==> src/inc/rtsq_pkg.sv <==
// Purpose: constants and types of the reset and time-out sequencer
// Assumes: 125 MHz system clock, classic Wishbone register access
// Notes:   times are kept in their own unit, system-clock cycle counts derive from them
package rtsq_pkg;

	localparam int CLK_MHZ            = 125;
	// power-up delay, nominal
	localparam int POWERUP_DELAY_TIMER_TIME_US       = 72000;
	localparam int POWERUP_DELAY_TIMER_CYCLES_DEF    = POWERUP_DELAY_TIMER_TIME_US * CLK_MHZ;
	// least under-threshold time that must reset
	localparam int BOR_MIN_TIME_US    = 100;
	localparam int BOR_MIN_CYCLES_DEF = BOR_MIN_TIME_US * CLK_MHZ;
	localparam int OST_OSC_CYCLES     = 1024;

	// register byte offsets
	localparam logic [7:0] REG_STATUS_OFS   = 8'h00;
	localparam logic [7:0] REG_CONFIG_OFS   = 8'h04;
	localparam logic [7:0] REG_IRQ_STAT_OFS = 8'h08;
	localparam logic [7:0] REG_IRQ_MASK_OFS = 8'h0C;

	// power_reset_status fields
	localparam int BIT_BROWNOUT  = 0;
	localparam int BIT_POWERON   = 1;
	localparam int BIT_TIMEOUT   = 2;
	localparam int BIT_POWERDOWN = 3;
	localparam logic [3:0] STATUS_RST = 4'hC;

	// configuration fields
	localparam int CFG_OSC_LSB  = 0;
	localparam int CFG_POWERUP_DELAY_TIMER_DIS = 2;
	localparam int CFG_BOR_EN   = 3;
	localparam logic [3:0] CONFIG_RST = 4'h9;

	// interrupt event bits
	localparam int IRQ_POR  = 0;
	localparam int IRQ_BOR  = 1;
	localparam int IRQ_WDT  = 2;
	localparam int IRQ_MASTER_CLEAR_PIN = 3;
	localparam int IRQ_WAKE = 4;
	localparam int IRQ_W    = 5;
	localparam logic [IRQ_W-1:0] IRQ_RST = 5'h00;

	localparam int PC_W = 13;
	localparam logic [PC_W-1:0] PC_RESET_VEC = 13'h0000;
	localparam logic [PC_W-1:0] PC_IRQ_VEC   = 13'h0004;

	// synchroniser reset: master clear idles high
	localparam logic [2:0] SYNC_RST = 3'h1;

	typedef enum logic [1:0] {
		OSC_CRYSTAL_LOW  = 2'b00,
		OSC_CRYSTAL_MID  = 2'b01,
		OSC_CRYSTAL_HIGH = 2'b10,
		OSC_RES_CAP      = 2'b11
	} rtsq_osc_type;

	typedef enum logic [2:0] {
		ST_START    = 3'b000,
		ST_POWERUP_DELAY_TIMER     = 3'b001,
		ST_OST      = 3'b010,
		ST_BOR_HOLD = 3'b011,
		ST_RUN      = 3'b100
	} rtsq_state_type;

endpackage : rtsq_pkg

==> src/design/rtsq_sequencer.sv <==
// Purpose: reset and start-up time-out sequencer with power status flags
// Assumes: i_reset is the power-on reset; pins are asynchronous to i_clk_sys
// Notes:   wake-up keeps core state, only a start-up count stalls the core
//
// Chosen here: the address map and the Wishbone slave port.
module rtsq_sequencer
	import rtsq_pkg::*;
#(
	parameter int POWERUP_DELAY_TIMER_CYCLES    = POWERUP_DELAY_TIMER_CYCLES_DEF,
	parameter int BOR_MIN_CYCLES = BOR_MIN_CYCLES_DEF,
	parameter int OST_CYCLES     = OST_OSC_CYCLES
) (
	input  wire logic            i_clk_sys,         // system clock
	input  wire logic            i_reset,           // power-on reset
	input  wire logic            i_master_clear_n,  // master clear pin, async
	input  wire logic            i_brownout_below,  // supply below threshold, async
	input  wire logic            i_osc_input_pin,   // oscillator input, async
	input  wire logic            i_wdt_timeout,     // watchdog time-out pulse
	input  wire logic            i_sleep,           // core is asleep
	input  wire logic            i_wake_irq,        // interrupt wake request
	input  wire logic            i_global_irq_en,   // global interrupt enable
	input  wire logic [PC_W-1:0] i_pc_next,         // address after sleep
	input  wire logic            i_wb_cyc,          // wishbone cycle
	input  wire logic            i_wb_stb,          // wishbone strobe
	input  wire logic            i_wb_we,           // wishbone write
	input  wire logic [7:0]      i_wb_adr,          // wishbone byte address
	input  wire logic [31:0]     i_wb_dat,          // wishbone write data
	input  wire logic [3:0]      i_wb_sel,          // wishbone byte selects
	output logic      [31:0]     o_wb_dat,          // wishbone read data
	output logic                 o_wb_ack,          // wishbone acknowledge
	output logic                 o_core_reset,      // core held in reset
	output logic                 o_wake_stall,      // core stalled on wake count
	output logic                 o_pc_load,         // load program counter
	output logic      [PC_W-1:0] o_pc_value,        // program counter value
	output logic                 o_irq              // level interrupt
);

	localparam int POWERUP_DELAY_TIMER_W = $clog2(POWERUP_DELAY_TIMER_CYCLES + 1);
	localparam int BOR_W  = $clog2(BOR_MIN_CYCLES + 1);
	localparam int OST_W  = $clog2(OST_CYCLES + 1);
	localparam logic [POWERUP_DELAY_TIMER_W-1:0] POWERUP_DELAY_TIMER_LAST = POWERUP_DELAY_TIMER_W'(POWERUP_DELAY_TIMER_CYCLES - 1);
	localparam logic [BOR_W-1:0]  BOR_LAST  = BOR_W'(BOR_MIN_CYCLES - 1);
	localparam logic [OST_W-1:0]  OST_LAST  = OST_W'(OST_CYCLES - 1);

	if (POWERUP_DELAY_TIMER_CYCLES < 1 || BOR_MIN_CYCLES < 1 || OST_CYCLES < 1) begin : g_chk
		$error("rtsq_sequencer: counts must be at least one");
	end

	logic [2:0]          meta_q;
	logic [2:0]          sync_q;
	logic                osc_prev_q;
	logic                master_clear_pin_prev_q;
	logic                sleep_prev_q;
	rtsq_state_type      state_q;
	logic                wake_q;
	logic                seq_por_q;
	logic [POWERUP_DELAY_TIMER_W-1:0]   powerup_delay_timer_cnt_q;
	logic [OST_W-1:0]    ost_cnt_q;
	logic [BOR_W-1:0]    bor_cnt_q;
	logic [PC_W-1:0]     wake_vec_q;
	logic [3:0]          status_q;
	logic [3:0]          cfg_q;
	logic [IRQ_W-1:0]    irq_stat_q;
	logic [IRQ_W-1:0]    irq_mask_q;
	logic                ack_q;
	logic [31:0]         rdata_q;
	logic                core_reset_q;
	logic                pc_load_q;
	logic [PC_W-1:0]     pc_value_q;

	logic                master_clear_pin_low;
	logic                master_clear_pin_fall;
	logic                below;
	logic                bor_en;
	logic                crystal;
	logic                powerup_delay_timer_on;
	logic                osc_rise;
	logic                sleep_rise;
	logic                bor_trip;
	logic                powerup_delay_timer_done;
	logic                ost_done;
	logic                wdt_reset_evt;
	logic                wake_evt;
	logic                release_wake;
	logic                hold_d;
	logic [PC_W-1:0]     wake_vec_now;
	logic                wb_req;
	logic                wb_wr;
	logic [IRQ_W-1:0]    irq_evt;

	// two-stage synchronisers for the three pins
	always_ff @(posedge i_clk_sys or posedge i_reset) begin
		if (i_reset) begin
			meta_q <= SYNC_RST;
			sync_q <= SYNC_RST;
		end else begin
			meta_q <= {i_osc_input_pin, i_brownout_below, i_master_clear_n};
			sync_q <= meta_q;
		end
	end

	always_ff @(posedge i_clk_sys or posedge i_reset) begin
		if (i_reset) begin
			osc_prev_q   <= 1'b0;
			master_clear_pin_prev_q  <= 1'b1;
			sleep_prev_q <= 1'b0;
		end else begin
			osc_prev_q   <= sync_q[2];
			master_clear_pin_prev_q  <= sync_q[0];
			sleep_prev_q <= i_sleep;
		end
	end

	assign master_clear_pin_low   = ~sync_q[0];
	assign master_clear_pin_fall  = master_clear_pin_prev_q & ~sync_q[0];
	assign below      = sync_q[1];
	assign osc_rise   = sync_q[2] & ~osc_prev_q;
	assign sleep_rise = i_sleep & ~sleep_prev_q;
	assign bor_en     = cfg_q[CFG_BOR_EN];
	assign crystal    = cfg_q[CFG_OSC_LSB +: 2] != OSC_RES_CAP;
	assign powerup_delay_timer_on    = ~cfg_q[CFG_POWERUP_DELAY_TIMER_DIS] | bor_en;

	// a short dip may slip through: only a full minimum duration trips
	assign bor_trip   = below & bor_en & (state_q != ST_BOR_HOLD)
		& (bor_cnt_q == BOR_LAST);
	assign powerup_delay_timer_done  = powerup_delay_timer_cnt_q == POWERUP_DELAY_TIMER_LAST;
	assign ost_done   = osc_rise & (ost_cnt_q == OST_LAST);
	assign wdt_reset_evt = i_wdt_timeout & ~i_sleep & (state_q == ST_RUN) & ~master_clear_pin_low;
	assign wake_evt   = i_sleep & (i_wdt_timeout | i_wake_irq) & (state_q == ST_RUN)
		& ~master_clear_pin_low;
	assign wake_vec_now = (~i_wdt_timeout & i_global_irq_en) ? PC_IRQ_VEC : i_pc_next;
	assign release_wake = (state_q == ST_OST & wake_q & ost_done & ~bor_trip)
		| (wake_evt & ~crystal & ~bor_trip);

	always_ff @(posedge i_clk_sys or posedge i_reset) begin
		if (i_reset) begin
			bor_cnt_q <= '0;
		end else if (below & bor_en & (state_q != ST_BOR_HOLD) & ~bor_trip) begin
			bor_cnt_q <= bor_cnt_q + 1'b1;
		end else begin
			bor_cnt_q <= '0;
		end
	end

	always_ff @(posedge i_clk_sys or posedge i_reset) begin
		if (i_reset) begin
			state_q   <= ST_START;
			wake_q    <= 1'b0;
			seq_por_q <= 1'b1;
		end else if (bor_trip) begin
			state_q   <= ST_BOR_HOLD;
			wake_q    <= 1'b0;
			seq_por_q <= 1'b0;
		end else begin
			unique case (state_q)
				ST_START: begin
					if (powerup_delay_timer_on) begin
						state_q <= ST_POWERUP_DELAY_TIMER;
					end else if (crystal) begin
						state_q <= ST_OST;
					end else begin
						state_q <= ST_RUN;
					end
				end
				ST_POWERUP_DELAY_TIMER: begin
					if (below & bor_en) begin
						state_q <= ST_BOR_HOLD;
					end else if (powerup_delay_timer_done) begin
						// recovery after a brown-out trip skips the start-up count
						state_q <= (seq_por_q & crystal) ? ST_OST : ST_RUN;
					end
				end
				ST_OST: begin
					if (ost_done) begin
						state_q <= ST_RUN;
						wake_q  <= 1'b0;
					end
				end
				ST_BOR_HOLD: begin
					if (!below) begin
						state_q <= ST_POWERUP_DELAY_TIMER;
					end
				end
				ST_RUN: begin
					if (wake_evt & crystal) begin
						state_q <= ST_OST;
						wake_q  <= 1'b1;
					end
				end
				// unused codes restart the whole chain rather than hang
				default: begin
					state_q <= ST_START;
				end
			endcase
		end
	end

	always_ff @(posedge i_clk_sys or posedge i_reset) begin
		if (i_reset) begin
			powerup_delay_timer_cnt_q <= '0;
		end else if (state_q == ST_POWERUP_DELAY_TIMER && !powerup_delay_timer_done) begin
			powerup_delay_timer_cnt_q <= powerup_delay_timer_cnt_q + 1'b1;
		end else begin
			powerup_delay_timer_cnt_q <= '0;
		end
	end

	always_ff @(posedge i_clk_sys or posedge i_reset) begin
		if (i_reset) begin
			ost_cnt_q <= '0;
		end else if (state_q != ST_OST || ost_done) begin
			ost_cnt_q <= '0;
		end else if (osc_rise) begin
			ost_cnt_q <= ost_cnt_q + 1'b1;
		end
	end

	always_ff @(posedge i_clk_sys or posedge i_reset) begin
		if (i_reset) begin
			wake_vec_q <= PC_RESET_VEC;
		end else if (wake_evt) begin
			wake_vec_q <= wake_vec_now;
		end
	end

	// reset is held through every stage except a wake-up count
	assign hold_d = ((state_q != ST_RUN) & ~(state_q == ST_OST & wake_q))
		| master_clear_pin_low | wdt_reset_evt | bor_trip;

	always_ff @(posedge i_clk_sys or posedge i_reset) begin
		if (i_reset) begin
			core_reset_q <= 1'b1;
			pc_load_q    <= 1'b0;
			pc_value_q   <= PC_RESET_VEC;
		end else begin
			core_reset_q <= hold_d;
			pc_load_q    <= (core_reset_q & ~hold_d) | release_wake;
			if (core_reset_q & ~hold_d) begin
				pc_value_q <= PC_RESET_VEC;
			end else if (release_wake) begin
				pc_value_q <= wake_q ? wake_vec_q : wake_vec_now;
			end
		end
	end

	assign wb_req = i_wb_cyc & i_wb_stb;
	// a write lands on the edge where the master samples ack
	assign wb_wr  = wb_req & i_wb_we & ack_q & i_wb_sel[0];

	// flag updates; hardware events win over a software write
	always_ff @(posedge i_clk_sys or posedge i_reset) begin
		if (i_reset) begin
			status_q <= STATUS_RST;
		end else begin
			if (wb_wr && i_wb_adr == REG_STATUS_OFS) begin
				status_q[BIT_BROWNOUT] <= i_wb_dat[BIT_BROWNOUT];
				status_q[BIT_POWERON]  <= i_wb_dat[BIT_POWERON];
			end
			if (bor_trip) begin
				// only meaningful while brown-out is enabled
				status_q[BIT_BROWNOUT]  <= 1'b0;
				status_q[BIT_TIMEOUT]   <= 1'b1;
				status_q[BIT_POWERDOWN] <= 1'b1;
			end else if (wdt_reset_evt) begin
				status_q[BIT_TIMEOUT]   <= 1'b0;
				status_q[BIT_POWERDOWN] <= 1'b1;
			end else if (wake_evt) begin
				status_q[BIT_TIMEOUT]   <= ~i_wdt_timeout;
				status_q[BIT_POWERDOWN] <= 1'b0;
			end else if ((master_clear_pin_fall & i_sleep) | sleep_rise) begin
				status_q[BIT_TIMEOUT]   <= 1'b1;
				status_q[BIT_POWERDOWN] <= 1'b0;
			end
		end
	end

	always_ff @(posedge i_clk_sys or posedge i_reset) begin
		if (i_reset) begin
			cfg_q <= CONFIG_RST;
		end else if (wb_wr && i_wb_adr == REG_CONFIG_OFS) begin
			cfg_q <= i_wb_dat[3:0];
		end
	end

	assign irq_evt[IRQ_POR]  = state_q == ST_START;
	assign irq_evt[IRQ_BOR]  = bor_trip;
	assign irq_evt[IRQ_WDT]  = wdt_reset_evt;
	assign irq_evt[IRQ_MASTER_CLEAR_PIN] = master_clear_pin_fall;
	assign irq_evt[IRQ_WAKE] = wake_evt;

	always_ff @(posedge i_clk_sys or posedge i_reset) begin
		if (i_reset) begin
			irq_stat_q <= IRQ_RST;
			irq_mask_q <= IRQ_RST;
		end else begin
			if (wb_wr && i_wb_adr == REG_IRQ_STAT_OFS) begin
				irq_stat_q <= (irq_stat_q & ~i_wb_dat[IRQ_W-1:0]) | irq_evt;
			end else begin
				irq_stat_q <= irq_stat_q | irq_evt;
			end
			if (wb_wr && i_wb_adr == REG_IRQ_MASK_OFS) begin
				irq_mask_q <= i_wb_dat[IRQ_W-1:0];
			end
		end
	end

	always_ff @(posedge i_clk_sys or posedge i_reset) begin
		if (i_reset) begin
			ack_q   <= 1'b0;
			rdata_q <= 32'h00000000;
		end else begin
			ack_q <= wb_req & ~ack_q;
			unique case (i_wb_adr)
				REG_STATUS_OFS:   rdata_q <= {28'h0000000, status_q};
				REG_CONFIG_OFS:   rdata_q <= {28'h0000000, cfg_q};
				REG_IRQ_STAT_OFS: rdata_q <= {27'h0000000, irq_stat_q};
				REG_IRQ_MASK_OFS: rdata_q <= {27'h0000000, irq_mask_q};
				default:          rdata_q <= 32'h00000000;
			endcase
		end
	end

	assign o_wb_ack     = ack_q;
	assign o_wb_dat     = rdata_q;
	assign o_core_reset = core_reset_q;
	assign o_wake_stall = (state_q == ST_OST) & wake_q;
	assign o_pc_load    = pc_load_q;
	assign o_pc_value   = pc_value_q;
	assign o_irq        = |(irq_stat_q & irq_mask_q);
endmodule : rtsq_sequencer

==> config.mk <==
export PLATFORM = sky130hd
export DESIGN_NAME = rtsq_sequencer
export DESIGN_NICKNAME = d
export VERILOG_FILES = /design/src/inc/rtsq_pkg.sv /design/src/design/rtsq_sequencer.sv
export SDC_FILE = /design/constraint.sdc
export NUM_CORES = 1
export LEC_CHECK = 0
export BUFFER_PORTS_ARGS = -buffer_cell sky130_fd_sc_hd__buf_2
export CORE_MARGIN = 3
export CORE_UTILIZATION = 40
export DETAILED_ROUTE_END_ITERATION = 8
export PLACE_DENSITY = 0.73
export RECOVER_POWER = 50
export SYNTH_ARGS = -nofsm -noshare
export SYNTH_HDL_FRONTEND = slang
export SYNTH_SLANG_ARGS = --single-unit
export TNS_END_PERCENT = 5
==> constraint.sdc <==
create_clock -name i_clk_sys -period 3.82 [get_ports i_clk_sys]
set_input_delay 0.764 -clock i_clk_sys [delete_from_list [all_inputs] [get_ports i_clk_sys]]
set_output_delay 0.764 -clock i_clk_sys [all_outputs]
set_load 0.03 [all_outputs]
==> qor.yml <==
power_and_ir_drop:
  p_leak_nw: 2.98
  finalPower_mw: 3.57
  switching_power_mw: 1.06
  peakVddDrop_uv: 337
  seqPwrFrac: 0.411
  p_comb_frac: 0.154
  p_int_mw: 2.51
  p_clk_frac: 0.435
  swShare: 0.296
  power_density_nw_per_um2: 546
placement:
  pre_cts_ws_ns: 0.891
  portBuffers: 61
  dp_hpwl_um: 7870
  place.gp.congestion: 0.842
  dp.cells: 759
  post_dp_cell_area_um2: 5960
final_layout:
  drive_above_1_share: 0.233
  finalInstanceArea_um2: 6540
  utilization: 0.486
  areaGrowthSynthToFinish_pct: 17.2
  layoutNonFillerInstCount: 791
  antenna_cells: 0
  final_nets: 674
  layout_common_cells: "106 x dfrtp_1, 70 x nor2_1, 60 x buf_2"
  final_common_cell: "dfrtp_1"
worst_hold_path:
  hold_class: "reg2reg"
  min_path_cells: 0
  holdCritStartpoint: "meta_q[2]"
  hold_end: "sync_q[2]"
synth:
  ys.flop_type: "dfrtp_1"
  syn-cell-area_um2: 5580
  synth_seq_cells: 115
  synth.avg_cell_area_um2: 10.5
  seq_area_frac_synth: 0.517
  postSynthCellCount: 534
  yosysWarningCount: 0
  synth.distinct_cells: 58
  synthArstFlopShare: 1.00
  synth-edff-count: 0
critical_path:
  r2r_end: "o_pc_value[4]"
  ff2ff_path_depth: 5
  r2r_slack_ns: 1.39
  critical_path.startpoint_type: "flop"
  cp-end-kind: "primary output"
  worstPathArrival_ns: 2.01
  path_class: "reg2out"
  crit_path_max_fanout: 16
  required_ns: 3.06
  r2r_start: "state_q[1]"
cts:
  insertion_delay_ns: 0.42
  cts_buffers: 17
  clk_pin_slew_worst_paths_ns: 0.06
  cts_sinks: 115
  cts_tree: "built"
  cts_setup_buffers: 0
  ctsHoldBuffers: 0
  cts_max_path_buffers: 2
  cts-root-buf: "clkbuf_16"
  htreeDepth: 4
  cts_resized: 0
route:
  vias_per_cell: 5.20
  routed_wl_um: 11600
  drt_first_iter_violations: 352
  ant_nets: 0
  drc: 0
  vias: 4112
  firstDrtPassIters: 6
  wl_per_cell_um: 14.7
grt:
  grt_pass1_vias: 3946
  grt_max_degree: 62
  antenna_found_initial: 0
  track_usage: 0.159
  overflow: 0
  grt_pass1_wl_um: 19100
floorplan:
  fp-row-count: 42
  core_region_area_um2: 13500
  fp.dieW_um: 124
  fp.dieH_um: 124
  die-area_um2: 15400
  start_util: 0.415
  pin_count: 119
outcome:
  status: "finished with violations"
  violations: "max-capacitance violations, max-slew violations"
sta:
  fmaxAchievable_mhz: 361
  rsz0062_at_grt: "no"
  tightest_slew_ns: 2.65
  setup_viol_count_final: 0
  slew_headroom: -0.776
  finalCritPeriodShare: 0.726
  min_period_ns: 2.77
  drv_slew: 62
  clock_skew_ns: 0.0103
  hold_viol_final: 0
  setup_slack_ns: 1.05
  holdWs_ns: 0.365
  fin_tns_setup_ns: 0
run:
  maxCapViolCount: 1
[power by group through the flow]
stage               combinational (mW)  clock, mW  sequential [mW]
global route                     0.625       1.65             1.48
finish                           0.551       1.55             1.47
CTS                              0.556       1.59             1.46
floorplan                        0.444          0             1.47
global placement                 0.534          0             1.47
detailed placement               0.552          0             1.48
[metal layers]
metal,part of all wire,up-vias,GRT usage,routed length [µm]
met5,0,-,0,0
met4,0.017,0,0.0589,196
met3,0.052,17,0.0481,599
met2,0.49,127,0.251,5640
met1,0.44,2016,0.207,5160
li1,-,1952,-,-
[cell type report]
cell class / instances / area [µm²]
clock buffers: 17 / 425
repair buffers: 68 / 357
inverters: 6 / 23.8
flip-flops and latches: 115 / 2890
fillers: 1190 / 6910
clock inverters: 15 / 158
multi-input cells: 394 / 2470
well taps: 176 / 220
[critical path: stages, from the launching register on]
cell and delay, ns:
dfrtp_1 0.63, nor3b_2 0.45, nand2_1 0.19, inv_1 0.11, buf_2 0.20
[cells in the mapped netlist (all sizes together) (4+ instances only)]
library cell | count | area share
nor2 | 70 | 0.047
mux2 | 11 | 0.022
inv | 6 | 0.0040
o31ai | 4 | 0.0063
nor3 | 5 | 0.0045
nor4b | 5 | 0.0078
a21o | 4 | 0.0056
xnor2 | 11 | 0.017
a21oi | 20 | 0.018
and3 | 15 | 0.017
o2bb2ai | 13 | 0.034
and2 | 6 | 0.0067
a211oi | 4 | 0.0054
nand4 | 14 | 0.016
buf | 33 | 0.045
o21ai | 20 | 0.018
xor2 | 30 | 0.047
nor2b | 4 | 0.0045
mux4 | 4 | 0.016
nand2b | 5 | 0.0069
nand3 | 25 | 0.022
and4 | 6 | 0.0094
dfrtp | 106 | 0.48
clkbuf | 12 | 0.0081
nand2 | 58 | 0.039
dfstp | 9 | 0.042
[registers in the layout (all words and copies together), names as in the netlist, 3 cells and up]
register / cells
meta_q: 3
status_q: 4
ost_cnt_q: 11
irq_mask_q: 5
irq_stat_q: 5
powerup_delay_timer_cnt_q: 24
state_q: 3
cfg_q: 4
wake_vec_q: 13
o_pc_value: 13
bor_cnt_q: 14
sync_q: 3
o_wb_dat: 5
[worst max path at each step]
stage / cells past startpoint / slack, ns / to / start
after floorplan: 1 / 0.03 / bor_cnt_q[0] / i_reset
after global placement: 6 / 1.02 / irq_stat_q[4] / i_wb_adr[7]
after detailed placement: 6 / 0.89 / irq_stat_q[0] / i_wb_adr[7]
after CTS: 4 / 1.03 / o_wake_stall / state_q[1]
after global routing: 4 / 0.86 / o_wake_stall / state_q[1]
final: 4 / 1.05 / o_wake_stall / state_q[1]
[logic make-up (layout without fill, tap and decap cells)]
logic type / count (synthesis) / after routing / share of synthesized area
AO/OA/AOI/OAI: 77 / 77 / 0.107
XOR/XNOR: 41 / 41 / 0.0643
adder cells (fa/ha/maj): 3 / 3 / 0.00672
buffers and inverters: 51 / 106 / 0.0574
flip-flops: 115 / 115 / 0.517
multiplexers: 17 / 17 / 0.0419
other: 1 / 27 / 0.000672
AND/OR/NAND/NOR: 229 / 229 / 0.205
Note: power is estimated with default switching activity, not from simulation.
